===== src/dll_ctrl_defines.vh =====
/*
  register indices, field positions, reset values and timing counts
  for the memory clock delay-locked loop control block.
  assumes it is included by bare name from the tracker and control design files.
*/
`ifndef DLL_CTRL_DEFINES_VH
`define DLL_CTRL_DEFINES_VH

// ----------------------------------------------------------------
// register indices (word address on the bus, byte address = 4x)
// ----------------------------------------------------------------
`define IDX_PWR_CFG2        8'h72
`define IDX_DRIVE_STRENGTH  8'h73
`define IDX_MISC_IO_CTRL1   8'h76
`define IDX_INPUT_TIMING    8'h77
`define IDX_ADDR_MAP_B_OPT  8'he0
`define IDX_TAP_COUNT       8'he3
`define IDX_DLL_STATUS      8'he4

// ----------------------------------------------------------------
// field positions
// ----------------------------------------------------------------
`define BIT_DLL_EXTEND      7
`define BIT_DLL_MAX_DELAY   2
`define BIT_DLL_TAP_REINIT  5
`define BIT_SAMPLE_HI       5
`define BIT_SAMPLE_LO       4
`define BIT_STAT_LOCKED     0

// ----------------------------------------------------------------
// reset values
// ----------------------------------------------------------------
`define RST_PWR_CFG2        8'h00
`define RST_DRIVE_STRENGTH  8'h00
`define RST_MISC_IO_CTRL1   8'h00
`define RST_INPUT_TIMING    8'h00
`define RST_ADDR_MAP_B_OPT  8'h00

// ----------------------------------------------------------------
// delay line and timing
// ----------------------------------------------------------------
`define TAP_LAST_MAX        7'h7f
`define TAP_LAST_NORMAL     7'h3f
`define TAP_INIT            7'h08
`define TAP_OFFSET          7'h02
`define UPDATE_NS           64
`define CLK_PERIOD_NS       8
`define UPDATE_CYCLES       (`UPDATE_NS / `CLK_PERIOD_NS)
`define LOCK_REVERSALS      4
`define LOCK_REVERSALS_EXT  8

`endif


===== src/strap_sampler.v =====
/*
  captures the five system pll ratio straps once after reset release.
  assumes the strap pins are static around reset and asynchronous to
  ref_clk, so they pass two flip-flops before being caught.
*/
`timescale 1ns/1ps
module strap_sampler
(
  input  wire       clk,
  input  wire       rst_n,
  input  wire [4:0] strap_pins,
  output reg  [4:0] ratio_r,
  output reg        valid_r
);

  reg [4:0] meta_r;
  reg [4:0] sync_r;
  reg [1:0] settle_r;

  // ----------------------------------------------------------------
  // synchroniser and one-shot capture
  // ----------------------------------------------------------------
  // capture waits three edges so the synchroniser holds real pin data
  always @(posedge clk or negedge rst_n)
  begin
    if (!rst_n)
    begin
      meta_r   <= 5'h00;
      sync_r   <= 5'h00;
      settle_r <= 2'h0;
      ratio_r  <= 5'h00;
      valid_r  <= 1'b0;
    end
    else
    begin
      meta_r <= strap_pins;
      sync_r <= meta_r;
      if (settle_r != 2'h3)
        settle_r <= settle_r + 2'h1;
      else if (!valid_r)
      begin
        ratio_r <= sync_r;
        valid_r <= 1'b1;
      end
    end
  end

endmodule


===== src/dll_tap_tracker.v =====
/*
  digital tap controller of the memory clock delay line.
  assumes an analog phase detector on the pin phase_late, high when the
  fed-back memory clock arrives after the system logic clock.
*/
`timescale 1ns/1ps
`include "dll_ctrl_defines.vh"
module dll_tap_tracker
#(
  parameter [6:0] TAP_INIT    = `TAP_INIT,
  parameter [6:0] TAP_OFFSET  = `TAP_OFFSET,
  parameter       UPDATE_CYC  = `UPDATE_CYCLES
)
(
  input  wire       clk,
  input  wire       rst_n,
  input  wire       phase_late,
  input  wire       max_delay,
  input  wire       extend,
  input  wire       reinit,
  output reg  [6:0] tap_r,
  output reg  [6:0] line_sel_r,
  output reg        locked_r
);

  reg  [1:0]  ph_sync_r;
  reg  [15:0] div_r;
  reg         tick_r;
  reg         last_dir_r;
  reg  [3:0]  rev_r;
  wire [6:0]  last_tap;
  wire [3:0]  need_rev;

  localparam [3:0] REV_NORMAL = `LOCK_REVERSALS;
  localparam [3:0] REV_EXT    = `LOCK_REVERSALS_EXT;

  assign last_tap = max_delay ? `TAP_LAST_MAX : `TAP_LAST_NORMAL;
  assign need_rev = extend ? REV_EXT : REV_NORMAL;

  // ----------------------------------------------------------------
  // update rate divider
  // ----------------------------------------------------------------
  always @(posedge clk or negedge rst_n)
  begin
    if (!rst_n)
    begin
      div_r  <= 16'h0000;
      tick_r <= 1'b0;
    end
    else if (div_r == UPDATE_CYC[15:0] - 16'h0001)
    begin
      div_r  <= 16'h0000;
      tick_r <= 1'b1;
    end
    else
    begin
      div_r  <= div_r + 16'h0001;
      tick_r <= 1'b0;
    end
  end

  // ----------------------------------------------------------------
  // tap tracking toward the system logic clock
  // ----------------------------------------------------------------
  // extended locking lets the search wrap at the ends of the line,
  // trading a longer lock time for a wider capture range
  always @(posedge clk or negedge rst_n)
  begin
    if (!rst_n)
    begin
      ph_sync_r  <= 2'h0;
      tap_r      <= 7'h00;
      line_sel_r <= 7'h00;
      last_dir_r <= 1'b0;
      rev_r      <= 4'h0;
      locked_r   <= 1'b0;
    end
    else
    begin
      ph_sync_r  <= {ph_sync_r[0], phase_late};
      line_sel_r <= (tap_r > TAP_OFFSET) ? tap_r - TAP_OFFSET
                                         : 7'h00;
      if (reinit)
      begin
        tap_r    <= TAP_INIT;
        rev_r    <= 4'h0;
        locked_r <= 1'b0;
      end
      else if (tick_r)
      begin
        if (ph_sync_r[1])
        begin
          if (tap_r != 7'h00)
            tap_r <= tap_r - 7'h01;
          else if (extend)
            tap_r <= last_tap;
        end
        else
        begin
          if (tap_r < last_tap)
            tap_r <= tap_r + 7'h01;
          else if (extend)
            tap_r <= 7'h00;
          else
            tap_r <= last_tap;
        end
        last_dir_r <= ph_sync_r[1];
        if (ph_sync_r[1] != last_dir_r && rev_r != need_rev)
          rev_r <= rev_r + 4'h1;
        if (rev_r == need_rev)
          locked_r <= 1'b1;
      end
    end
  end

endmodule


===== src/dll_ctrl.v =====
/*
  memory clock delay-locked loop control: register file on an
  avalon-mm slave with waitrequest, lock mode selection, tap reinit,
  tap readback, drive strength and input timing configuration, and
  pll ratio strap capture.
  assumes ref_clk is the system logic clock, and that the analog delay
  line, both plls and the pad drivers sit outside this block.
  the lock mode bits act on the tracker at once; a change after init
  is not guarded here.

  // Contract
  // - four lock modes from two select bits
  // - max-delay bit picks tap range; extend independent
  // - reinit bit sets delay line initial tap
  // - locked tap readable in bits 6-0
  // - loop aligns memory clock to system clock
  // - pll ratio straps sampled at reset
  // - system pll follows pci clock; separate core pll
  // - drive strength byte held for pads
  // - memory clock is multiple of pci clock
  // - feedback internal offset compensated by loop
  // - two bits select input setup/hold trade
*/
`timescale 1ns/1ps
`include "dll_ctrl_defines.vh"
module dll_ctrl
#(
  parameter [6:0] TAP_INIT   = `TAP_INIT,
  parameter [6:0] TAP_OFFSET = `TAP_OFFSET,
  parameter       UPDATE_CYC = `UPDATE_CYCLES
)
(
  input  wire       ref_clk,
  input  wire       arst_n,
  input  wire [7:0] address,
  input  wire       read,
  input  wire       write,
  input  wire [7:0] writedata,
  output reg  [7:0] readdata,
  output reg        waitrequest,
  input  wire       phase_late,
  input  wire [4:0] pll_ratio_pins,
  output reg  [4:0] sys_pll_ratio_r,
  output reg        sys_pll_cfg_valid_r,
  output reg  [6:0] delay_line_sel_r,
  output reg        dll_locked_r,
  output reg  [7:0] drive_strength_r,
  output reg  [1:0] input_timing_sel_r
);

  // ----------------------------------------------------------------
  // reset release
  // ----------------------------------------------------------------
  reg rst_meta_r;
  reg rst_n_r;

  always @(posedge ref_clk or negedge arst_n)
  begin
    if (!arst_n)
    begin
      rst_meta_r <= 1'b0;
      rst_n_r    <= 1'b0;
    end
    else
    begin
      rst_meta_r <= 1'b1;
      rst_n_r    <= rst_meta_r;
    end
  end

  // ----------------------------------------------------------------
  // register storage
  // ----------------------------------------------------------------
  reg  [7:0] pwr_cfg2_r;
  reg  [7:0] drive_cfg_r;
  reg  [7:0] misc_io_ctrl1_r;
  reg  [7:0] input_timing_r;
  reg  [7:0] addr_map_b_opt_r;
  reg  [7:0] rd_nxt;
  reg        rd_hit;

  wire [6:0] tap_count;
  wire [6:0] line_sel;
  wire       locked;
  wire [4:0] ratio;
  wire       ratio_valid;
  wire       wr_commit;

  // a write lands only at the edge where the master sees waitrequest
  // low, so a held request is never applied twice
  assign wr_commit = write && !waitrequest;

  // ----------------------------------------------------------------
  // read decode
  // ----------------------------------------------------------------
  function [7:0] read_mux;
    input [7:0] idx;
    input [7:0] r72;
    input [7:0] r73;
    input [7:0] r76;
    input [7:0] r77;
    input [7:0] re0;
    input [6:0] tap;
    input [7:0] stat;
    begin
      if (idx == `IDX_PWR_CFG2)
        read_mux = r72;
      else if (idx == `IDX_DRIVE_STRENGTH)
        read_mux = r73;
      else if (idx == `IDX_MISC_IO_CTRL1)
        read_mux = r76;
      else if (idx == `IDX_INPUT_TIMING)
        read_mux = r77;
      else if (idx == `IDX_ADDR_MAP_B_OPT)
        read_mux = re0;
      else if (idx == `IDX_TAP_COUNT)
        read_mux = {1'b0, tap};
      else if (idx == `IDX_DLL_STATUS)
        read_mux = stat;
      else
        read_mux = 8'h00;
    end
  endfunction

  always @*
  begin
    rd_hit = 1'b1;
    rd_nxt = read_mux(address, pwr_cfg2_r, drive_cfg_r,
                      misc_io_ctrl1_r, input_timing_r,
                      addr_map_b_opt_r, tap_count,
                      {2'h0, ratio, locked});
    if (!read)
      rd_hit = 1'b0;
  end

  // ----------------------------------------------------------------
  // bus handshake
  // ----------------------------------------------------------------
  // one wait cycle per access: readdata is loaded while waitrequest
  // falls and stands at the edge the master samples it
  always @(posedge ref_clk or negedge rst_n_r)
  begin
    if (!rst_n_r)
    begin
      waitrequest <= 1'b1;
      readdata    <= 8'h00;
    end
    else if ((read || write) && waitrequest)
    begin
      waitrequest <= 1'b0;
      if (rd_hit)
        readdata <= rd_nxt;
    end
    else
    begin
      waitrequest <= 1'b1;
    end
  end

  // ----------------------------------------------------------------
  // register writes
  // ----------------------------------------------------------------
  // lock mode bits take effect at once and no new search is started,
  // so software sets them only at init
  always @(posedge ref_clk or negedge rst_n_r)
  begin
    if (!rst_n_r)
    begin
      pwr_cfg2_r       <= `RST_PWR_CFG2;
      drive_cfg_r      <= `RST_DRIVE_STRENGTH;
      misc_io_ctrl1_r  <= `RST_MISC_IO_CTRL1;
      input_timing_r   <= `RST_INPUT_TIMING;
      addr_map_b_opt_r <= `RST_ADDR_MAP_B_OPT;
    end
    else if (wr_commit)
    begin
      if (address == `IDX_PWR_CFG2)
        pwr_cfg2_r <= writedata;
      else if (address == `IDX_DRIVE_STRENGTH)
        drive_cfg_r <= writedata;
      else if (address == `IDX_MISC_IO_CTRL1)
        misc_io_ctrl1_r <= writedata;
      else if (address == `IDX_INPUT_TIMING)
        input_timing_r <= writedata;
      else if (address == `IDX_ADDR_MAP_B_OPT)
        addr_map_b_opt_r <= writedata;
    end
    // the tap count and status indices accept no writes
  end

  // ----------------------------------------------------------------
  // lock mode decode
  // ----------------------------------------------------------------
  localparam [1:0] MODE_NORM     = 2'b00;
  localparam [1:0] MODE_NORM_EXT = 2'b01;
  localparam [1:0] MODE_MAX      = 2'b10;
  localparam [1:0] MODE_MAX_EXT  = 2'b11;

  wire [1:0] lock_mode;
  reg        mode_max_delay;
  reg        mode_extend;

  // the two select bits sit in different registers; joining them
  // here keeps all four modes in one decode
  assign lock_mode = {misc_io_ctrl1_r[`BIT_DLL_MAX_DELAY],
                      pwr_cfg2_r[`BIT_DLL_EXTEND]};

  // decoded without a register so the tracker sees a new mode on the
  // edge after the write, like the other configuration bits
  always @*
  begin
    mode_max_delay = 1'b0;
    mode_extend    = 1'b0;
    case (lock_mode)
      MODE_NORM:
      begin
        mode_max_delay = 1'b0;
        mode_extend    = 1'b0;
      end
      MODE_NORM_EXT:
      begin
        mode_max_delay = 1'b0;
        mode_extend    = 1'b1;
      end
      MODE_MAX:
      begin
        mode_max_delay = 1'b1;
        mode_extend    = 1'b0;
      end
      MODE_MAX_EXT:
      begin
        mode_max_delay = 1'b1;
        mode_extend    = 1'b1;
      end
    endcase
  end

  // ----------------------------------------------------------------
  // delay line control
  // ----------------------------------------------------------------
  dll_tap_tracker
  #(
    .TAP_INIT   (TAP_INIT),
    .TAP_OFFSET (TAP_OFFSET),
    .UPDATE_CYC (UPDATE_CYC)
  )
  u_tracker
  (
    .clk        (ref_clk),
    .rst_n      (rst_n_r),
    .phase_late (phase_late),
    .max_delay  (mode_max_delay),
    .extend     (mode_extend),
    .reinit     (addr_map_b_opt_r[`BIT_DLL_TAP_REINIT]),
    .tap_r      (tap_count),
    .line_sel_r (line_sel),
    .locked_r   (locked)
  );

  // ----------------------------------------------------------------
  // pll ratio straps
  // ----------------------------------------------------------------
  // the ratio sets system and memory clocks as a multiple of the pci
  // clock; the core pll has its own straps and is not driven here
  strap_sampler u_straps
  (
    .clk        (ref_clk),
    .rst_n      (rst_n_r),
    .strap_pins (pll_ratio_pins),
    .ratio_r    (ratio),
    .valid_r    (ratio_valid)
  );

  // ----------------------------------------------------------------
  // output registers
  // ----------------------------------------------------------------
  always @(posedge ref_clk or negedge rst_n_r)
  begin
    if (!rst_n_r)
    begin
      sys_pll_ratio_r     <= 5'h00;
      sys_pll_cfg_valid_r <= 1'b0;
      delay_line_sel_r    <= 7'h00;
      dll_locked_r        <= 1'b0;
      drive_strength_r    <= `RST_DRIVE_STRENGTH;
      input_timing_sel_r  <= 2'h0;
    end
    else
    begin
      sys_pll_ratio_r     <= ratio;
      sys_pll_cfg_valid_r <= ratio_valid;
      delay_line_sel_r    <= line_sel;
      dll_locked_r        <= locked;
      drive_strength_r    <= drive_cfg_r;
      input_timing_sel_r  <= {input_timing_r[`BIT_SAMPLE_HI],
                              input_timing_r[`BIT_SAMPLE_LO]};
    end
  end

endmodule


===== config.mk =====
export PLATFORM = sky130hd
export DESIGN_NAME = dll_ctrl
export DESIGN_NICKNAME = d
export VERILOG_FILES = /design/src/strap_sampler.v /design/src/dll_tap_tracker.v /design/src/dll_ctrl.v
export VERILOG_INCLUDE_DIRS = /design/src
export SDC_FILE = /design/constraint.sdc
export NUM_CORES = 1
export LEC_CHECK = 0
export BUFFER_PORTS_ARGS = -buffer_cell sky130_fd_sc_hd__buf_2
export CORE_MARGIN = 2
export CORE_UTILIZATION = 60
export CTS_CLUSTER_SIZE = 24
export DETAILED_ROUTE_END_ITERATION = 10
export PLACE_DENSITY = 0.85
export SLEW_MARGIN = 10
export SYNTH_ARGS = -nofsm -noshare
export SYNTH_HDL_FRONTEND = slang
export SYNTH_SLANG_ARGS = --single-unit
export TNS_END_PERCENT = 50

===== constraint.sdc =====
create_clock -name ref_clk -period 9.5 [get_ports ref_clk]
set_input_delay 1.9 -clock ref_clk [delete_from_list [all_inputs] [get_ports ref_clk]]
set_output_delay 1.9 -clock ref_clk [all_outputs]
set_load 0.005 [all_outputs]

==> metrics.md <==
| Metric | Value |
|---|---|
| Worst slew margin | 0.3486 |
| Max-slew violations | 0 |
| Synth top area share | 0.5741 |
| Gr usage total | 0.2466 |
| Worst-Margin Slew | around 0.98 ns |
| DRC Markers | 0 |
| Fraction of registers with async set/reset | 1.000 |
| Worst min path class | register to register |
| Largest area contributor in the netlist | dfrtp_1 |
| Seq/Total Area, Yosys | 0.5787 |
| Syn Nets | between 500 and 600 |
| Clock tree sinks | around 130 |
| Logic pwr share | 0.157 |
| Power Density | between 200 and 250 nW/µm² |
| Largest net degree at the start of global routing | 82 |
| Layout cell share with drive strength beyond 1 | 0.2762 |
| Sw power | roughly 0.46 mW |
| Via density | just under 6 |
| Final wirelength | 11840 µm |
| Initial DRC Count | slightly above 200 |
| Clk slew on worst S/H paths | 0.06 ns |
| Die Footprint | slightly above 10000 µm² |
| Htree depth | 4 |
| Clock Power Share | 0.400 |
| Area of the core | roughly 9200 µm² |
| Layout Skew | between 0.01 and 0.015 ns |
| CTS Hold Bufs | 0 |
| Sequential power share | 0.443 |
| Fin. Hold Viols | 0 |
| Post-placement setup slack | approximately 5.6 ns |
| Post_cts resized | 0 |
| GRT Residual Overflow | 0 |
| Die width | 101.6 µm |
| Die height | between 100 and 150 µm |
| Cell count after synthesis | roughly 470 |
| Vias | 3930 |
| Crit share post-route | 0.3605 |
| CTS buffer count | 17 |
| Number of global-route vias before repair | approximately 4000 |
| Pleak | about 3.2 nW |
| Largest cells by area after synthesis | dfrtp_1 (57%), mux2_2 (8.9%), xnor2_1 (2.8%), ha_1 (2.6%), nand2_1 (2.6%) |
| Final min period | between 3 and 4 ns |
| Register-to-register setup slack | 7.39 ns |
| Final net count | roughly 570 |
| Dpl hpwl | between 7000 and 8000 µm |
| IO Pins | 59 |
| First-pass GRT wire length | 19490 µm |
| # Post-CTS Setup Buffers | 0 |
| Peak supply drop | 113.5 µV |
| Setup_tns | 0 ns |
| CP max FO | 11 |
| Worst setup margin | between 6 and 7 ns |
| Worst EP required | between 9 and 10 ns |
| Mapped Area | about 5700 µm² |
| CP Launch Type | input port |
| Num rows | 35 |
| Diodes inserted | 0 |
| Area growth from synthesis to layout | 16.61% |
| CTS tree | done |
| Clock Tree Buf Depth | 2 |
| Max-cap violations | 0 |
| Status | completed |
| Initial core utilization | 0.6180 |
| Crit path DAT | about 3.8 ns |
| Post-synth EDFFs | 0 |
| Drt pass-1 iters | 6 |
| Synth Area per Inst | 12.12 µm² |
| Setup CP Type | input port to register |
| Gpl congestion | 0.8358 |
| Ys flop type | dfrtp_1 |
| Worst-Skew Late Latency | around 0.5 ns |
| Unrepaired setup endpoints after global routing | no |
| Routed wire per std cell | around 18 µm |
| Warnings from Yosys | 0 |
| Antenna-violating nets left | 0 |
| Initial antenna violation count | 0 |
| Root buffer cell | clkbuf_8 |
| Maximum achievable frequency | between 0.2 and 0.3 GHz |
| Hold path depth | 0 |
| Worst reg2reg path depth | 5 |
| Finish-stage setup viols | 0 |
| P_int | 1.130 mW |
| Switch share | 0.2894 |
| #FFs+latches synth | 132 |
| Number of fill cells | around 600 |
| Critical path capture point type | register |
| Yosys cell types | 59 |
| Port Buffer Count | 58 |
-- synthesized netlist by cell type (3+ instances only) --
cell type and instances:
buf_2 6, and4_1 4, xnor2_1 18, nand3_1 15, a21oi_1 9, and3b_1 3
nand2b_1 11, xor2_1 9, a32oi_1 7, dfrtp_1 131, nand2_1 40, nor3_1 11
and2_1 6, nor2_1 25, mux2i_1 3, and3_1 4, mux2_2 45, a222oi_1 6
inv_1 11, clkbuf_1 10, o31ai_1 4, o22ai_1 3, nor2b_1 5, o21a_1 7
o21ai_0 20, ha_1 12, o211ai_1 5
-- through the flow --
stage / util / hold slack [ns] / area [µm²] / std cells / total power, mW
detailed placement: 0.6580 / 0.3347 / 6080 / 640 / 0.9589
global placement: 0.6580 / 0.3316 / 6080 / 640 / 0.9406
finish: 0.7207 / 0.3430 / 6659 / 672 / 1.590
CTS: 0.7207 / 0.3470 / 6659 / 672 / 1.598
floorplan: - / 0.3312 / 5710 / 471 / 0.8777
global route: 0.7207 / 0.3518 / 6659 / 672 / 1.668
-- state kept, by name, summed over array words and instances, names as in the netlist, 2 cells and up --
signal	cells
drive_cfg_r	8
u_straps.meta_r	5
u_tracker.ph_sync_r	2
sys_pll_ratio_r	5
drive_strength_r	8
u_tracker.line_sel_r	7
u_straps.sync_r	5
input_timing_sel_r	2
delay_line_sel_r	7
u_tracker.tap_r	7
u_straps.settle_r	2
input_timing_r	8
readdata	8
pwr_cfg2_r	8
misc_io_ctrl1_r	8
u_tracker.rev_r	4
u_tracker.div_r	16
u_straps.ratio_r	5
addr_map_b_opt_r	8
-- layout by cell type (no fill, tap or decap), types with 4 or more instances in the layout --
cell	instances
dfrtp_1	130
buf_2	58
mux2_2	45
nand2_1	40
nor2_1	25
o21ai_0	20
xnor2_1	18
clkbuf_16	16
nand3_1	15
ha_1	12
inv_1	11
nor3_1	11
nand2b_1	11
xor2_1	9
a21oi_1	9
a32oi_1	7
o21a_1	7
and2_1	6
a222oi_1	6
nor2b_1	5
o211ai_1	5
clkinvlp_4	5
and4_1	4
and3_1	4
o31ai_1	4
inv_6	4
-- cells by family (layout without fill, tap and decap cells) --
| family | Yosys count | after routing | share of synthesized area |
|---|---|---|---|
| fa+ha+maj | 12 | 12 | 0.02629 |
| simple gates | 142 | 142 | 0.1345 |
| buf+inv | 30 | 102 | 0.02366 |
| xor+xnor | 27 | 27 | 0.04141 |
| mux | 48 | 48 | 0.09400 |
| other cells | 1 | 1 | 0.0006567 |
| flops | 132 | 132 | 0.5787 |
| compound gates | 79 | 79 | 0.1008 |
-- path summary, 6_finish.rpt --
path | endpoint | from
worst max-delay path | drive_cfg_r[4] | address[0]
worst min-delay path | delay_line_sel_r[0] | u_tracker.line_sel_r[0]
worst max register to register | u_tracker.tap_r[0] | u_tracker.tap_r[2]
worst min register to register | delay_line_sel_r[0] | u_tracker.line_sel_r[0]
max in group asynchronous | input_timing_r[6] | rst_n_r
min in group asynchronous | u_straps.settle_r[0] | rst_n_r
-- per-layer routing --
metal	vias to the layer above	global-route usage	share of wire
li1	1806	-	-
met1	1955	0.3268	0.42
met2	150	0.4018	0.50
met3	19	0.04969	0.057
met4	0	0.09875	0.014
met5	-	0	0
-- power by group through the flow --
| stage | clock network, mW | logic [mW] | registers (mW) |
|---|---|---|---|
| floorplan | 0 | 0.198 | 0.680 |
| global placement | 0 | 0.233 | 0.708 |
| detailed placement | 0 | 0.246 | 0.713 |
| CTS | 0.643 | 0.251 | 0.704 |
| global route | 0.672 | 0.282 | 0.713 |
| finish | 0.635 | 0.250 | 0.705 |
-- critical path, stage by stage --
cell    delay, ns
buf_2        0.23
and2_1       0.33
and2_1       0.50
and2_1       0.46
mux2_2       0.39
-- area by class of cell --
class                   instances  area, µm²  share of cell area
clock buffers                  18      427.9             0.06426
clock inverters                14      151.4             0.02274
inverters                      11      41.29            0.006201
multi-input cells             309       2271              0.3410
flip-flops and latches        132       3308              0.4968
well taps                     129      161.4             0.02424
repair buffers                 59      297.8             0.04472
(Power assumes the default switching activity.)
